`src/udc_regs.svh`:
```
// Constants for the reversible 4-bit counter and its controller
// Summary of operation
// - All four count bits update together
// - Count one step per enabled rising edge
// - Inhibit high holds the present count
// - Controller changes inhibit only while clock high
// - Direction low counts up, high down
// - Controller changes direction only while clock high
// - Controller avoids low clock/inhibit during load
// - Load low copies data inputs, overriding counting
// - Binary holds four bits, decade BCD 8-4-2-1
// - Binary wraps fifteen-zero both directions
// - Decade wraps nine-zero both directions
// - Terminal flag high at max up, min down
// - Cascade clock pulses low during clock low
// - Cascade clock feeds next inhibit or clock
// - Terminal flag usable for look-ahead carry
`ifndef UDC_REGS_SVH
`define UDC_REGS_SVH

`define UDC_CNT_W 4
`define UDC_MIN_VAL 4'h0
`define UDC_BIN_MAX 4'hf
`define UDC_DEC_MAX 4'h9
`define UDC_ONE 4'h1
`define UDC_CLK_PERIOD_NS 4
`define UDC_HALF_NS 20
`define UDC_HALF_CYC ((`UDC_HALF_NS + `UDC_CLK_PERIOD_NS - 1) / `UDC_CLK_PERIOD_NS)
`define UDC_LOAD_NS 35
`define UDC_LOAD_CYC ((`UDC_LOAD_NS + `UDC_CLK_PERIOD_NS - 1) / `UDC_CLK_PERIOD_NS)
`define UDC_DIV_W 8
`define UDC_DIV_ZERO 8'h00
`define UDC_LCNT_ZERO 8'h00

`endif

```
`src/udc_pkg.sv`:
```
// Types shared by the counter and its controller
`include "udc_regs.svh"
package udc_pkg;
	typedef logic [`UDC_CNT_W-1:0] udc_value_t;
	typedef logic [`UDC_DIV_W-1:0] udc_cnt_t;

	typedef enum logic [1:0]
	{
		UDC_RUN = 2'h0,
		UDC_PREP = 2'h1,
		UDC_LOAD = 2'h3,
		UDC_REL = 2'h2
	} udc_state_e;

	typedef struct packed
	{
		udc_value_t count;
		logic clk_q;
		logic max_min;
		logic casc_n;
	} udc_dev_s;

	typedef struct packed
	{
		udc_state_e state;
		udc_cnt_t div;
		udc_cnt_t lcnt;
		logic cclk;
		logic inhibit;
		logic down;
		logic load_n;
		udc_value_t data;
		udc_value_t count_seen;
		logic max_min_seen;
		logic casc_seen_n;
		logic busy;
	} udc_ctl_s;
endpackage

```
`src/udc_if.sv`:
```
// Pin bundle between the counter and the controlling logic
`timescale 1ns/10ps
`include "udc_regs.svh"
interface udc_if;
	logic count_clk;
	logic inhibit;
	logic down;
	logic load_n;
	logic [`UDC_CNT_W-1:0] data;
	logic [`UDC_CNT_W-1:0] count;
	logic max_min;
	logic cascade_clock_out_n;

	modport dev
	(
		input count_clk,
		input inhibit,
		input down,
		input load_n,
		input data,
		output count,
		output max_min,
		output cascade_clock_out_n
	);

	modport ctl
	(
		output count_clk,
		output inhibit,
		output down,
		output load_n,
		output data,
		input count,
		input max_min,
		input cascade_clock_out_n
	);
endinterface

```
`src/udc_ctrl.sv`:
```
// Controlling logic that drives the counter pins from user requests
`timescale 1ns/10ps
`include "udc_regs.svh"
module udc_ctrl
(
	input wire logic clock,
	input wire logic srst,
	udc_if.ctl pins,
	input wire logic run,
	input wire logic down_req,
	input wire logic load_req,
	input wire logic [`UDC_CNT_W-1:0] load_value,
	output logic [`UDC_CNT_W-1:0] count_seen,
	output logic max_min_seen,
	output logic cascade_seen_n,
	output logic busy
);
	////////////////////////////////////////////////////////////////////////////

	localparam udc_pkg::udc_cnt_t HALF_LAST = udc_pkg::udc_cnt_t'(`UDC_HALF_CYC - 1);
	localparam udc_pkg::udc_cnt_t LOAD_LAST = udc_pkg::udc_cnt_t'(`UDC_LOAD_CYC - 1);

	udc_pkg::udc_ctl_s r;
	udc_pkg::udc_ctl_s next_r;
	logic div_end;

	assign div_end = (r.div == HALF_LAST);

	////////////////////////////////////////////////////////////////////////////

	always_comb
	begin
		next_r = r;

		// Count clock divider; outside RUN the clock parks high so a
		// load never meets a low clock with low inhibit
		if (div_end)
		begin
			next_r.div = `UDC_DIV_ZERO;
			if (r.state == udc_pkg::UDC_RUN || !r.cclk)
				next_r.cclk = ~r.cclk;
		end
		else
		begin
			next_r.div = r.div + udc_pkg::udc_cnt_t'(1);
		end

		// Control levels move only inside a high phase that stays high
		if (r.cclk && next_r.cclk)
		begin
			next_r.inhibit = ~run;
			next_r.down = down_req;
		end

		unique case (r.state)
			udc_pkg::UDC_RUN:
			begin
				if (load_req)
				begin
					next_r.data = load_value;
					next_r.state = udc_pkg::UDC_PREP;
				end
			end
			udc_pkg::UDC_PREP:
			begin
				if (r.cclk && next_r.cclk)
				begin
					next_r.load_n = 1'b0;
					next_r.lcnt = LOAD_LAST;
					next_r.state = udc_pkg::UDC_LOAD;
				end
			end
			udc_pkg::UDC_LOAD:
			begin
				if (r.lcnt == `UDC_LCNT_ZERO)
				begin
					next_r.load_n = 1'b1;
					next_r.state = udc_pkg::UDC_REL;
				end
				else
				begin
					next_r.lcnt = r.lcnt - udc_pkg::udc_cnt_t'(1);
				end
			end
			udc_pkg::UDC_REL:
			begin
				next_r.state = udc_pkg::UDC_RUN;
			end
		endcase

		next_r.busy = (next_r.state != udc_pkg::UDC_RUN);
		next_r.count_seen = pins.count;
		next_r.max_min_seen = pins.max_min;
		next_r.casc_seen_n = pins.cascade_clock_out_n;
	end

	////////////////////////////////////////////////////////////////////////////

	always_ff @(posedge clock)
	begin
		if (srst)
		begin
			r.state <= udc_pkg::UDC_RUN;
			r.div <= `UDC_DIV_ZERO;
			r.lcnt <= `UDC_LCNT_ZERO;
			r.cclk <= 1'b1;
			r.inhibit <= 1'b1;
			r.down <= 1'b0;
			r.load_n <= 1'b1;
			r.data <= `UDC_MIN_VAL;
			r.count_seen <= `UDC_MIN_VAL;
			r.max_min_seen <= 1'b0;
			r.casc_seen_n <= 1'b1;
			r.busy <= 1'b0;
		end
		else
		begin
			r <= next_r;
		end
	end

	assign pins.count_clk = r.cclk;
	assign pins.inhibit = r.inhibit;
	assign pins.down = r.down;
	assign pins.load_n = r.load_n;
	assign pins.data = r.data;
	assign count_seen = r.count_seen;
	assign max_min_seen = r.max_min_seen;
	assign cascade_seen_n = r.casc_seen_n;
	assign busy = r.busy;
endmodule

```
`src/flat_wrapper.sv`:
```
// flat-port wrapper written by rule: the top's interface ports become plain ports
module udc_ctrl_flat 
  (clock, srst, run, down_req, load_req, load_value, count_seen, max_min_seen, cascade_seen_n, busy, pins_count_clk, pins_inhibit, pins_down, pins_load_n, pins_data, pins_count, pins_max_min, pins_cascade_clock_out_n);
  udc_if pins_i ();
  input wire logic clock;
  input wire logic srst;
  input wire logic run;
  input wire logic down_req;
  input wire logic load_req;
  input wire logic [`UDC_CNT_W-1:0] load_value;
  output logic [`UDC_CNT_W-1:0] count_seen;
  output logic max_min_seen;
  output logic cascade_seen_n;
  output logic busy;
  output wire logic [$bits(pins_i.count_clk)-1:0] pins_count_clk;
  output wire logic [$bits(pins_i.inhibit)-1:0] pins_inhibit;
  output wire logic [$bits(pins_i.down)-1:0] pins_down;
  output wire logic [$bits(pins_i.load_n)-1:0] pins_load_n;
  output wire logic [$bits(pins_i.data)-1:0] pins_data;
  input wire logic [$bits(pins_i.count)-1:0] pins_count;
  input wire logic [$bits(pins_i.max_min)-1:0] pins_max_min;
  input wire logic [$bits(pins_i.cascade_clock_out_n)-1:0] pins_cascade_clock_out_n;
  assign pins_count_clk = pins_i.count_clk;
  assign pins_inhibit = pins_i.inhibit;
  assign pins_down = pins_i.down;
  assign pins_load_n = pins_i.load_n;
  assign pins_data = pins_i.data;
  assign pins_i.count = pins_count;
  assign pins_i.max_min = pins_max_min;
  assign pins_i.cascade_clock_out_n = pins_cascade_clock_out_n;
  udc_ctrl u_core (.clock(clock), .srst(srst), .pins(pins_i), .run(run), .down_req(down_req), .load_req(load_req), .load_value(load_value), .count_seen(count_seen), .max_min_seen(max_min_seen), .cascade_seen_n(cascade_seen_n), .busy(busy));
endmodule
```
`config.mk`:
```
export PLATFORM = sky130hd
export DESIGN_NAME = udc_ctrl_flat
export DESIGN_NICKNAME = d
export VERILOG_FILES = /design/src/udc_pkg.sv /design/src/udc_if.sv /design/src/udc_ctrl.sv /design/src/flat_wrapper.sv
export VERILOG_INCLUDE_DIRS = /design/src
export SDC_FILE = /design/constraint.sdc
export NUM_CORES = 1
export LEC_CHECK = 0
export BUFFER_PORTS_ARGS = -buffer_cell sky130_fd_sc_hd__buf_2
export CORE_MARGIN = 4
export CORE_UTILIZATION = 48
export DETAILED_ROUTE_END_ITERATION = 16
export GPL_ROUTABILITY_DRIVEN = 0
export PLACE_DENSITY = 0.74
export SLEW_MARGIN = 5
export SYNTH_ARGS = -nofsm -noshare
export SYNTH_HDL_FRONTEND = slang
export SYNTH_SLANG_ARGS = --single-unit
```
`constraint.sdc`:
```
create_clock -name clock -period 1.5 [get_ports clock]
set_input_delay 0.375 -clock clock [delete_from_list [all_inputs] [get_ports clock]]
set_output_delay 0.375 -clock clock [all_outputs]
set_load 0.005 [all_outputs]
```
==> impl_metrics.yaml, run 1 <==
status:
  outcome: "complete, but fails checks"
  violations: "negative setup slack"
synth:
  synth_nets: 193
  synth_top_area_share: 0.426
  yosys.area.top_type: "dfxtp_1"
  syn_area_per_cell_um2: 8.87
  yosysUniqueCellTypes: 43
  synthArstFlopShare: 0
  synthTopCellsByArea: "dfxtp_1 43%, a21oi_1 5.2%, mux2i_1 4.5%, buf_4 3.9%, nor2_1 3.1%"
  syn_area_um2: 1550
  synth_flop_cell: "dfxtp_1"
  yosysMostFrequentCell: "dfxtp_1"
  synth_edf_count: 0
  synthCells: 175
  ys_seq_elements: 33
  ys_seq_area_frac: 0.426
  synth_common_cells: "33 x dfxtp_1, 16 x a21oi_1, 13 x nor2_1"
  synth.yosys.warnings: 0
timing:
  worst_slack_ns: -0.0637
  min_period_ns: 1.56
  drv_slew: 0
  tightestPinTransition_ns: 0.476
  setup_viol: 1
  finClkSkew_ns: 0.00593
  rsz0062_at_grt: "true"
  max_freq_mhz: 640
  fin_setup_tns_ns: -0.0637
  period_share: 1.04
  slew_headroom: 0.681
  fin_hold_ws_ns: 0.213
  finalHoldViolCount: 0
global_routing:
  grt_use_total: 0.181
  grt_overflow_total: 0
  grt_pass1_vias: 1387
  grt_pass1_wl_mm: 5.85
  grt_max_degree: 21
  antenna_found_initial: 0
power_and_ir_drop:
  p_comb_frac: 0.232
  power_density_nw_per_um2: 1000
  swShare: 0.297
  p_leak_uw: 0.000788
  peakVddDrop_mv: 0.695
  power_frac_clock: 0.249
  p_switching_uw: 566
  internal_power_uw: 1340
  p_seq_frac: 0.519
  fin_total_pwr_uw: 1900
layout:
  area_growth_pct: 22.5
  n_antenna_cell: 0
  nets: 232
  drive_gt1_frac: 0.330
clock_network:
  clock-sinks: 33
  cts_tree: "done"
  htreeDepth: 2
  cts_buffers: 5
  cts_buffer_depth: 2
  cts_setup_buffers: 0
  path_clk_slew_ns: 0.10
  root_buffer: "clkbuf_4"
  ctsHoldBuffers: 0
  insertion_delay_ns: 0.34
floorplanning:
  rows: 20
  die_h_um: 64.9
  coreArea_um2: 3080
  ios: 30
  initial_utilization: 0.504
  die_x_um: 64.9
  dieArea_um2: 4210
placed_design:
  port_buffers: 29
  hpwl_mm: 2.56
setup_path:
  reg2reg_slack_ns: -0.06
  cp-end-kind: "flip-flop"
  slowest_stage: "or4_4"
  worstPathRequired_ns: 1.78
  r2r_cells: 5
  reg2reg_to: "u_core.r[19]$_SDFFE_PP0P_"
  start_kind: "flip-flop"
  critPathMaxFanout: 4
  critPathArrivalTime_ns: 1.85
  path_cells: "inv_2 -> ha_4 -> or3b_4 -> or4_4 -> a21oi_2"
  worstSetupPathType: "flip-flop to flip-flop"
  slowest_delay_ns: 0.43
  reg2reg_from: "u_core.r[15]$_SDFFE_PP0P_"
route:
  route.detailed.drc: 0
  first_pass_iters: 4
  via_per_inst: 5.56
  avgRoutedWirePerCell_um: 13.9
  vias: 1439
  ant_nets: 0
  drt_iter0_markers: 68
  wl_mm: 3.60
worst_hold_path:
  hold_path_class: "primary input to flip-flop"
  min_from: "pins_cascade_clock_out_n"
  hold_end: "u_core.cascade_seen_n$_SDFF_PP1_"
  whs_path_depth: 2
job:
  drv_cap: 0
[registers in the layout, indices dropped and copies added, names as in the netlist]
name and cells:
u_core.max_min_seen 1, u_core.pins.data 4, u_core.pins.inhibit 1, u_core.count_seen 4, u_core.pins.down 1, u_core.cascade_seen_n 1, u_core.pins.load_n 1, u_core.busy 1
u_core.r 18, u_core.pins.count_clk 1
[worst max-delay path: cells and delay by family (launching register included)]
family,cells,cell delay (ns)
fa+ha+maj,1,0.13
flops,1,0.35
simple gates,2,0.82
compound gates,1,0.13
buf+inv,1,0.07
[cell usage in the layout, fill, tap and decap left out, types with 4 or more instances in the layout]
cell,netlist,routed
buf_4,8,17
nand4_1,4,4
buf_2,0,29
a21oi_1,16,15
clkbuf_4,0,5
or3_1,5,5
nor2_1,13,13
o21ai_0,9,7
nand2_1,6,6
mux2i_1,7,7
inv_1,10,8
dfxtp_1,33,30
nand3_1,8,8
nor4_1,4,4
nor2b_1,6,6
[power by group through the flow]
stage	Clock (uW)	Sequential [uW]	Combinational [uW]
6_report	475	987	441
4_1_cts	498	983	426
3_3_place_gp	0	997	394
5_1_grt	526	994	487
2_1_floorplan	0	997	261
3_5_place_dp	0	1000	405
[per-layer routing]
layer / wire, um / up-vias / track usage / share of wire
li1: - / 703 / - / -
met1: 1430 / 689 / 0.182 / 0.40
met2: 1920 / 36 / 0.326 / 0.53
met3: 148 / 11 / 0.0416 / 0.041
met4: 97 / 0 / 0.127 / 0.027
met5: 0 / - / 0 / 0
[timing repair]
action / in CTS / in global routing
endpoints found under the setup margin: 5 / 7
resized for setup: 8 / 6
pin swaps: 2 / 3
[worst max-delay path by stage]
stage                                    from  slack, ns                        end  cells past startpoint
global route        u_core.r[15]$_SDFFE_PP0P_      -0.11  u_core.r[19]$_SDFFE_PP0P_                      5
detailed placement  u_core.r[15]$_SDFFE_PP0P_      -0.08  u_core.r[19]$_SDFFE_PP0P_                      5
floorplan           u_core.r[15]$_SDFFE_PP0P_      -0.05  u_core.r[19]$_SDFFE_PP0P_                      5
finish              u_core.r[15]$_SDFFE_PP0P_      -0.06  u_core.r[19]$_SDFFE_PP0P_                      5
global placement    u_core.r[15]$_SDFFE_PP0P_      -0.03  u_core.r[19]$_SDFFE_PP0P_                      5
CTS                 u_core.r[15]$_SDFFE_PP0P_      -0.04  u_core.r[19]$_SDFFE_PP0P_                      5
[kinds of logic after synthesis]
family | synth area share
AOI/OAI and AO/OA | 0.147
xor gates and xnor gates | 0.0113
adders and majority gates | 0.0242
buffers and inverters | 0.0774
DFF | 0.426
muxes | 0.0452
and+or+nand+nor | 0.269
[cell type report]
cell class,count,area (um^2)
clock buffers,6,41.3
well taps,44,55.1
inverters,10,37.5
multi-input cells,118,820
clock inverters,2,10.0
fillers,292,1180
flip-flops and latches,33,664
repair buffers,46,273
[through the flow]
stage | utilization | cells | setup WS, ns | cell area, um^2
2_1_floorplan | - | 175 | -0.0461 | 1560
3_3_place_gp | 0.585 | 251 | -0.0282 | 1800
3_5_place_dp | 0.585 | 251 | -0.0801 | 1800
4_1_cts | 0.612 | 259 | -0.0378 | 1880
5_1_grt | 0.617 | 259 | -0.105 | 1900
6_report | 0.617 | 259 | -0.0637 | 1900
Power figures use the tool's default switching activity.
==> run 2: changes to the inputs <==
--- a/config.mk
+++ b/config.mk
@@ -6,12 +6,13 @@
 export SDC_FILE = /design/constraint.sdc
 export NUM_CORES = 1
 export LEC_CHECK = 0
-export BUFFER_PORTS_ARGS = -buffer_cell sky130_fd_sc_hd__buf_2
+export BUFFER_PORTS_ARGS = -buffer_cell sky130_fd_sc_hd__buf_4
 export CORE_MARGIN = 4
 export CORE_UTILIZATION = 48
 export DETAILED_ROUTE_END_ITERATION = 16
 export GPL_ROUTABILITY_DRIVEN = 0
 export PLACE_DENSITY = 0.74
+export SKIP_LAST_GASP = 1
 export SLEW_MARGIN = 5
 export SYNTH_ARGS = -nofsm -noshare
 export SYNTH_HDL_FRONTEND = slang
==> impl_metrics.yaml, run 2 (synthesized netlist as in run 1, its figures left out) <==
timing:
  slew_headroom: 0.723
  min_period_ns: 1.54
  worst_slack_ns: -0.0403
  finClkSkew_ns: 0.0193
  period_share: 1.03
  tightestPinTransition_ns: 0.411
  rsz0062_at_grt: "true"
  max_freq_mhz: 649
  finalHoldViolCount: 0
  drv_slew: 0
  setup_viol: 2
setup_path:
  path_delay_family: "simple AND/OR/NAND/NOR gates"
  slowest_stage: "or4_4"
  path_buf_inv: 1
  worstPathRequired_ns: 1.80
  cp-end-kind: "flip-flop"
  critPathArrivalTime_ns: 1.84
  path_cells: "inv_2 -> ha_4 -> or3b_4 -> or4_4 -> a21oi_2"
  worstSetupPathType: "flip-flop to flip-flop"
  slowest_delay_ns: 0.42
  start_kind: "flip-flop"
  critPathMaxFanout: 4
route:
  via_per_inst: 5.46
  avgRoutedWirePerCell_um: 14.2
  vias: 1408
  ant_nets: 0
  wl_mm: 3.66
  drt_iter0_markers: 77
  first_pass_iters: 4
  route.detailed.drc: 0
layout:
  largest-register: "u_core.r"
  finalNonFillerCells: 258
  n_antenna_cell: 0
  largest_register_ffs: 18
  layout_common_cells: "45 x buf_4, 31 x dfxtp_1, 15 x a21oi_1"
  mostFrequentLayoutCell: "buf_4"
  area_growth_pct: 28.1
  nets: 231
  reg_top3: "u_core.r: 18 flops, u_core.count_seen: 4 flops, u_core.pins.data: 4 flops"
  drive_gt1_frac: 0.336
  final_util: 0.646
global_routing:
  grt_pass1_wl_mm: 6.02
  grt_overflow_total: 0
  grt_pass1_vias: 1416
  grt_use_total: 0.187
  grt_max_degree: 29
  antenna_found_initial: 0
clock_network:
  cts_buffers: 5
  root_buffer: "clkbuf_4"
  insertion_delay_ns: 0.36
  htreeDepth: 2
  clock-sinks: 33
  cts_buffer_depth: 2
  cts_tree: "done"
  path_clk_slew_ns: 0.12
placed_design:
  port_buffers: 29
  hpwl_mm: 2.53
  dp_cells: 248
floorplanning:
  die_h_um: 64.9
  initial_utilization: 0.504
  rows: 20
  ios: 30
  coreArea_um2: 3080
  dieArea_um2: 4210
  die_x_um: 64.9
power_and_ir_drop:
  p_seq_frac: 0.485
  p_switching_uw: 589
  p_comb_frac: 0.226
  internal_power_uw: 1450
  swShare: 0.289
  p_leak_uw: 0.000812
  peakVddDrop_mv: 0.740
  power_density_nw_per_um2: 1020
  power_frac_clock: 0.289
status:
  outcome: "complete, but fails checks"
  violations: "negative setup slack"
job:
  drv_cap: 0
worst_hold_path:
  hold_path_class: "primary input to flip-flop"
run 2: cell count changes in the layout (fill, tap and decap cells not counted), sizes merged:
cell    before  now
buf         46   45
clkbuf       6    7
clkinv       2    1
run 2: what timing repair did:
action	in CTS	in global routing
pin swaps	3	1
gates resized for setup	7	6
hold buffers	0	0
buffers inserted	2	0
setup endpoints to repair	4	6
run 2: layout make-up:
class	instances	area (um^2)
flip-flops and latches	33	663
repair buffers	45	338
multi-input cells	118	825
clock inverters	1	5.00
clock buffers	7	65.1
inverters	10	37.5
well taps	44	55.1
fillers	278	1090
run 2: final timing paths:
kind / start / cells past startpoint / slack (ns) / end
max reg2reg: u_core.r[16]$_SDFFE_PP0P_ / 5 / -0.04 / u_core.r[19]$_SDFFE_PP0P_
min reg2reg: u_core.r[30]$_SDFF_PP0_ / 2 / 0.50 / u_core.r[30]$_SDFF_PP0_
max: u_core.r[16]$_SDFFE_PP0P_ / 5 / -0.04 / u_core.r[19]$_SDFFE_PP0P_
min: pins_cascade_clock_out_n / 2 / 0.21 / u_core.cascade_seen_n$_SDFF_PP1_
run 2: worst register-to-register path, delay by kind of cell, from the launching register on:
kind | cells | cell delay [ns]
buffers and inverters | 1 | 0.06
AND/OR/NAND/NOR | 2 | 0.81
AO/OA/AOI/OAI | 1 | 0.12
flip-flops | 1 | 0.35
adder cells (fa/ha/maj) | 1 | 0.13
run 2: power groups by stage:
stage | clock [uW] | sequential (uW) | combinational (uW)
after floorplan | 0 | 997 | 261
after global placement | 0 | 999 | 410
after detailed placement | 0 | 1000 | 422
after CTS | 597 | 983 | 437
after global routing | 619 | 996 | 507
final | 588 | 988 | 460
run 2: through the flow:
stage	setup WS [ns]	area (um^2)	hold WS [ns]	TNS, ns	power, uW
floorplan	-0.0461	1560	0.452	-0.0565	1260
global placement	-0.0146	1850	0.474	-0.0146	1410
detailed placement	-0.0716	1850	0.465	-0.151	1420
CTS	-0.0141	1960	0.208	-0.0141	2020
global route	-0.0702	1990	0.214	-0.201	2120
finish	-0.0403	1990	0.211	-0.0648	2040
run 2: metal layers:
| metal | part of all wire | track usage |
|---|---|---|
| met1 | 0.43 | 0.201 |
| met3 | 0.044 | 0.0555 |
| met2 | 0.51 | 0.315 |
| met5 | 0 | 0 |
| met4 | 0.022 | 0.119 |
==> run 3: changes to the inputs <==
--- a/config.mk
+++ b/config.mk
@@ -8,10 +8,10 @@
 export LEC_CHECK = 0
 export BUFFER_PORTS_ARGS = -buffer_cell sky130_fd_sc_hd__buf_4
 export CORE_MARGIN = 4
-export CORE_UTILIZATION = 48
+export CORE_UTILIZATION = 58
 export DETAILED_ROUTE_END_ITERATION = 16
 export GPL_ROUTABILITY_DRIVEN = 0
-export PLACE_DENSITY = 0.74
+export PLACE_DENSITY = 0.83
 export SKIP_LAST_GASP = 1
 export SLEW_MARGIN = 5
 export SYNTH_ARGS = -nofsm -noshare
==> constraint.sdc (replaced) <==
create_clock -name clock -period 1.9 [get_ports clock]
set_input_delay 0.475 -clock clock [delete_from_list [all_inputs] [get_ports clock]]
set_output_delay 0.475 -clock clock [all_outputs]
set_load 0.005 [all_outputs]
==> impl_metrics.yaml, run 3 (synthesized netlist as in run 1, its figures left out) <==
status:
  outcome: "finished, final reports clean"
timing:
  worst_slack_ns: 0.209
  max_freq_mhz: 591
  min_period_ns: 1.69
  slew_headroom: 0.497
  finClkSkew_ns: 0.00996
  setup_viol: 0
  tightestPinTransition_ns: 0.747
  fin_setup_tns_ns: 0
  rsz0062_at_grt: "false"
  period_share: 0.890
  finalHoldViolCount: 0
  drv_slew: 0
layout:
  mostFrequentLayoutCell: "dfxtp_1"
  n_antenna_cell: 0
  area_growth_pct: 16.0
  layout_common_cells: "33 x dfxtp_1, 31 x buf_4, 16 x a21oi_1"
  register_area_um2: 661
  nets: 217
  drive_gt1_frac: 0.231
  largest_register_ffs: 18
  multi_input_area_um2: 776
  finalNonFillerCells: 229
  largest-register: "u_core.r"
  reg_top3: "u_core.r: 18 flops, u_core.count_seen: 4 flops, u_core.pins.data: 4 flops"
  design_area_um2: 1800
  nFillCells: 208
clock_network:
  path_clk_slew_ns: 0.10
  cts_buffers: 5
  cts_tree: "done"
  cts_buffer_depth: 2
  root_buffer: "clkbuf_4"
  cts_setup_buffers: 0
  clock-sinks: 33
  insertion_delay_ns: 0.34
  htreeDepth: 2
floorplanning:
  coreArea_um2: 2520
  dieArea_um2: 3570
  die_h_um: 59.7
  die_x_um: 59.7
  rows: 18
  ios: 30
  initial_utilization: 0.615
placed_design:
  port_buffers: 29
  place_ws_ns: 0.108
  placed_cell_area_um2: 1740
  hpwl_mm: 2.29
  dp_cells: 222
global_routing:
  met3_usage: 0.0691
  grt_overflow_total: 0
  busiest_layer: "met2"
  grtUsageMet2: 0.340
  grt_use_met1: 0.246
  grt_max_degree: 29
  grt_use_total: 0.204
  antenna_found_initial: 0
  grt_pass1_wl_mm: 5.56
  grt_pass1_vias: 1264
route:
  route.detailed.drc: 0
  ant_nets: 0
  first_pass_iters: 4
  via_per_inst: 5.76
  wl_mm: 3.29
  avgRoutedWirePerCell_um: 14.4
  drt_iter0_markers: 51
  vias: 1319
setup_path:
  slowest_delay_ns: 0.42
  slowest_stage: "or3b_4"
  critPathMaxFanout: 6
  path_cells: "inv_1 -> ha_2 -> or3b_4 -> or4_1 -> a21oi_1"
  cp-end-kind: "flip-flop"
  reg2reg_from: "u_core.r[15]$_SDFFE_PP0P_"
  worstSetupPathType: "flip-flop to flip-flop"
  r2r_cells: 5
  worstPathRequired_ns: 2.18
  start_kind: "flip-flop"
  reg2reg_slack_ns: 0.21
  reg2reg_to: "u_core.r[19]$_SDFFE_PP0P_"
  critPathArrivalTime_ns: 1.97
worst_hold_path:
  min_from: "pins_cascade_clock_out_n"
  hold_path_class: "primary input to flip-flop"
  hold_end: "u_core.cascade_seen_n$_SDFF_PP1_"
  whs_path_depth: 2
power_and_ir_drop:
  p_seq_frac: 0.538
  power_frac_clock: 0.271
  internal_power_uw: 1060
  fin_total_pwr_uw: 1480
  swShare: 0.282
  peakVddDrop_mv: 0.663
  p_comb_frac: 0.191
  p_leak_uw: 0.000724
  p_switching_uw: 417
  power_density_nw_per_um2: 821
job:
  drv_cap: 0
run 3: per-stage QoR:
| stage | util | hold slack, ns |
|---|---|---|
| 6_report | 0.713 | 0.331 |
| 5_1_grt | 0.713 | 0.315 |
| 4_1_cts | 0.711 | 0.322 |
| 3_5_place_dp | 0.689 | 0.486 |
| 3_3_place_gp | 0.689 | 0.476 |
| 2_1_floorplan | - | 0.452 |
run 3: critical path, delay by kind of cell (launching register included):
| kind | cells | cell delay, ns |
|---|---|---|
| AOI/OAI and AO/OA | 1 | 0.13 |
| adders and majority gates | 1 | 0.23 |
| buffers and inverters | 1 | 0.09 |
| DFF | 1 | 0.35 |
| and+or+nand+nor | 2 | 0.84 |
run 3: how the worst max path moves through the flow:
stage | slack, ns | depth (start not counted) | from | end
floorplan | 0.24 | 5 | u_core.r[15]$_SDFFE_PP0P_ | u_core.r[19]$_SDFFE_PP0P_
detailed placement | 0.11 | 5 | u_core.r[15]$_SDFFE_PP0P_ | u_core.r[19]$_SDFFE_PP0P_
CTS | 0.08 | 5 | u_core.r[15]$_SDFFE_PP0P_ | u_core.r[19]$_SDFFE_PP0P_
global placement | 0.20 | 5 | u_core.r[15]$_SDFFE_PP0P_ | u_core.r[19]$_SDFFE_PP0P_
finish | 0.21 | 5 | u_core.r[15]$_SDFFE_PP0P_ | u_core.r[19]$_SDFFE_PP0P_
global route | 0.05 | 3 | u_core.r[31]$_SDFF_PP0_ | u_core.r[20]$_SDFFE_PP0P_
run 3: cell type report:
| type | count | area share |
|---|---|---|
| sequential | 33 | 0.367 |
| clock buffer | 7 | 0.0306 |
| tap | 30 | 0.0209 |
| timing repair buffer | 31 | 0.129 |
| multi-input combinational | 118 | 0.431 |
| inverter | 10 | 0.0209 |
run 3: timing repair:
item,4_1_cts,5_1_grt
resized for setup,0,2
hold buffers,0,0
endpoints found under the setup margin,0,1
run 3: routing by layer:
layer	vias up	wire length [um]
met1	608	1420
li1	668	-
met3	4	213
met4	0	37
met2	39	1620
met5	-	0
run 3: power groups by stage:
stage	sequential, uW	combinational (uW)	clock (uW)
5_1_grt	805	318	442
2_1_floorplan	787	203	0
4_1_cts	794	277	409
6_report	795	282	401
3_5_place_dp	810	275	0
3_3_place_gp	806	268	0
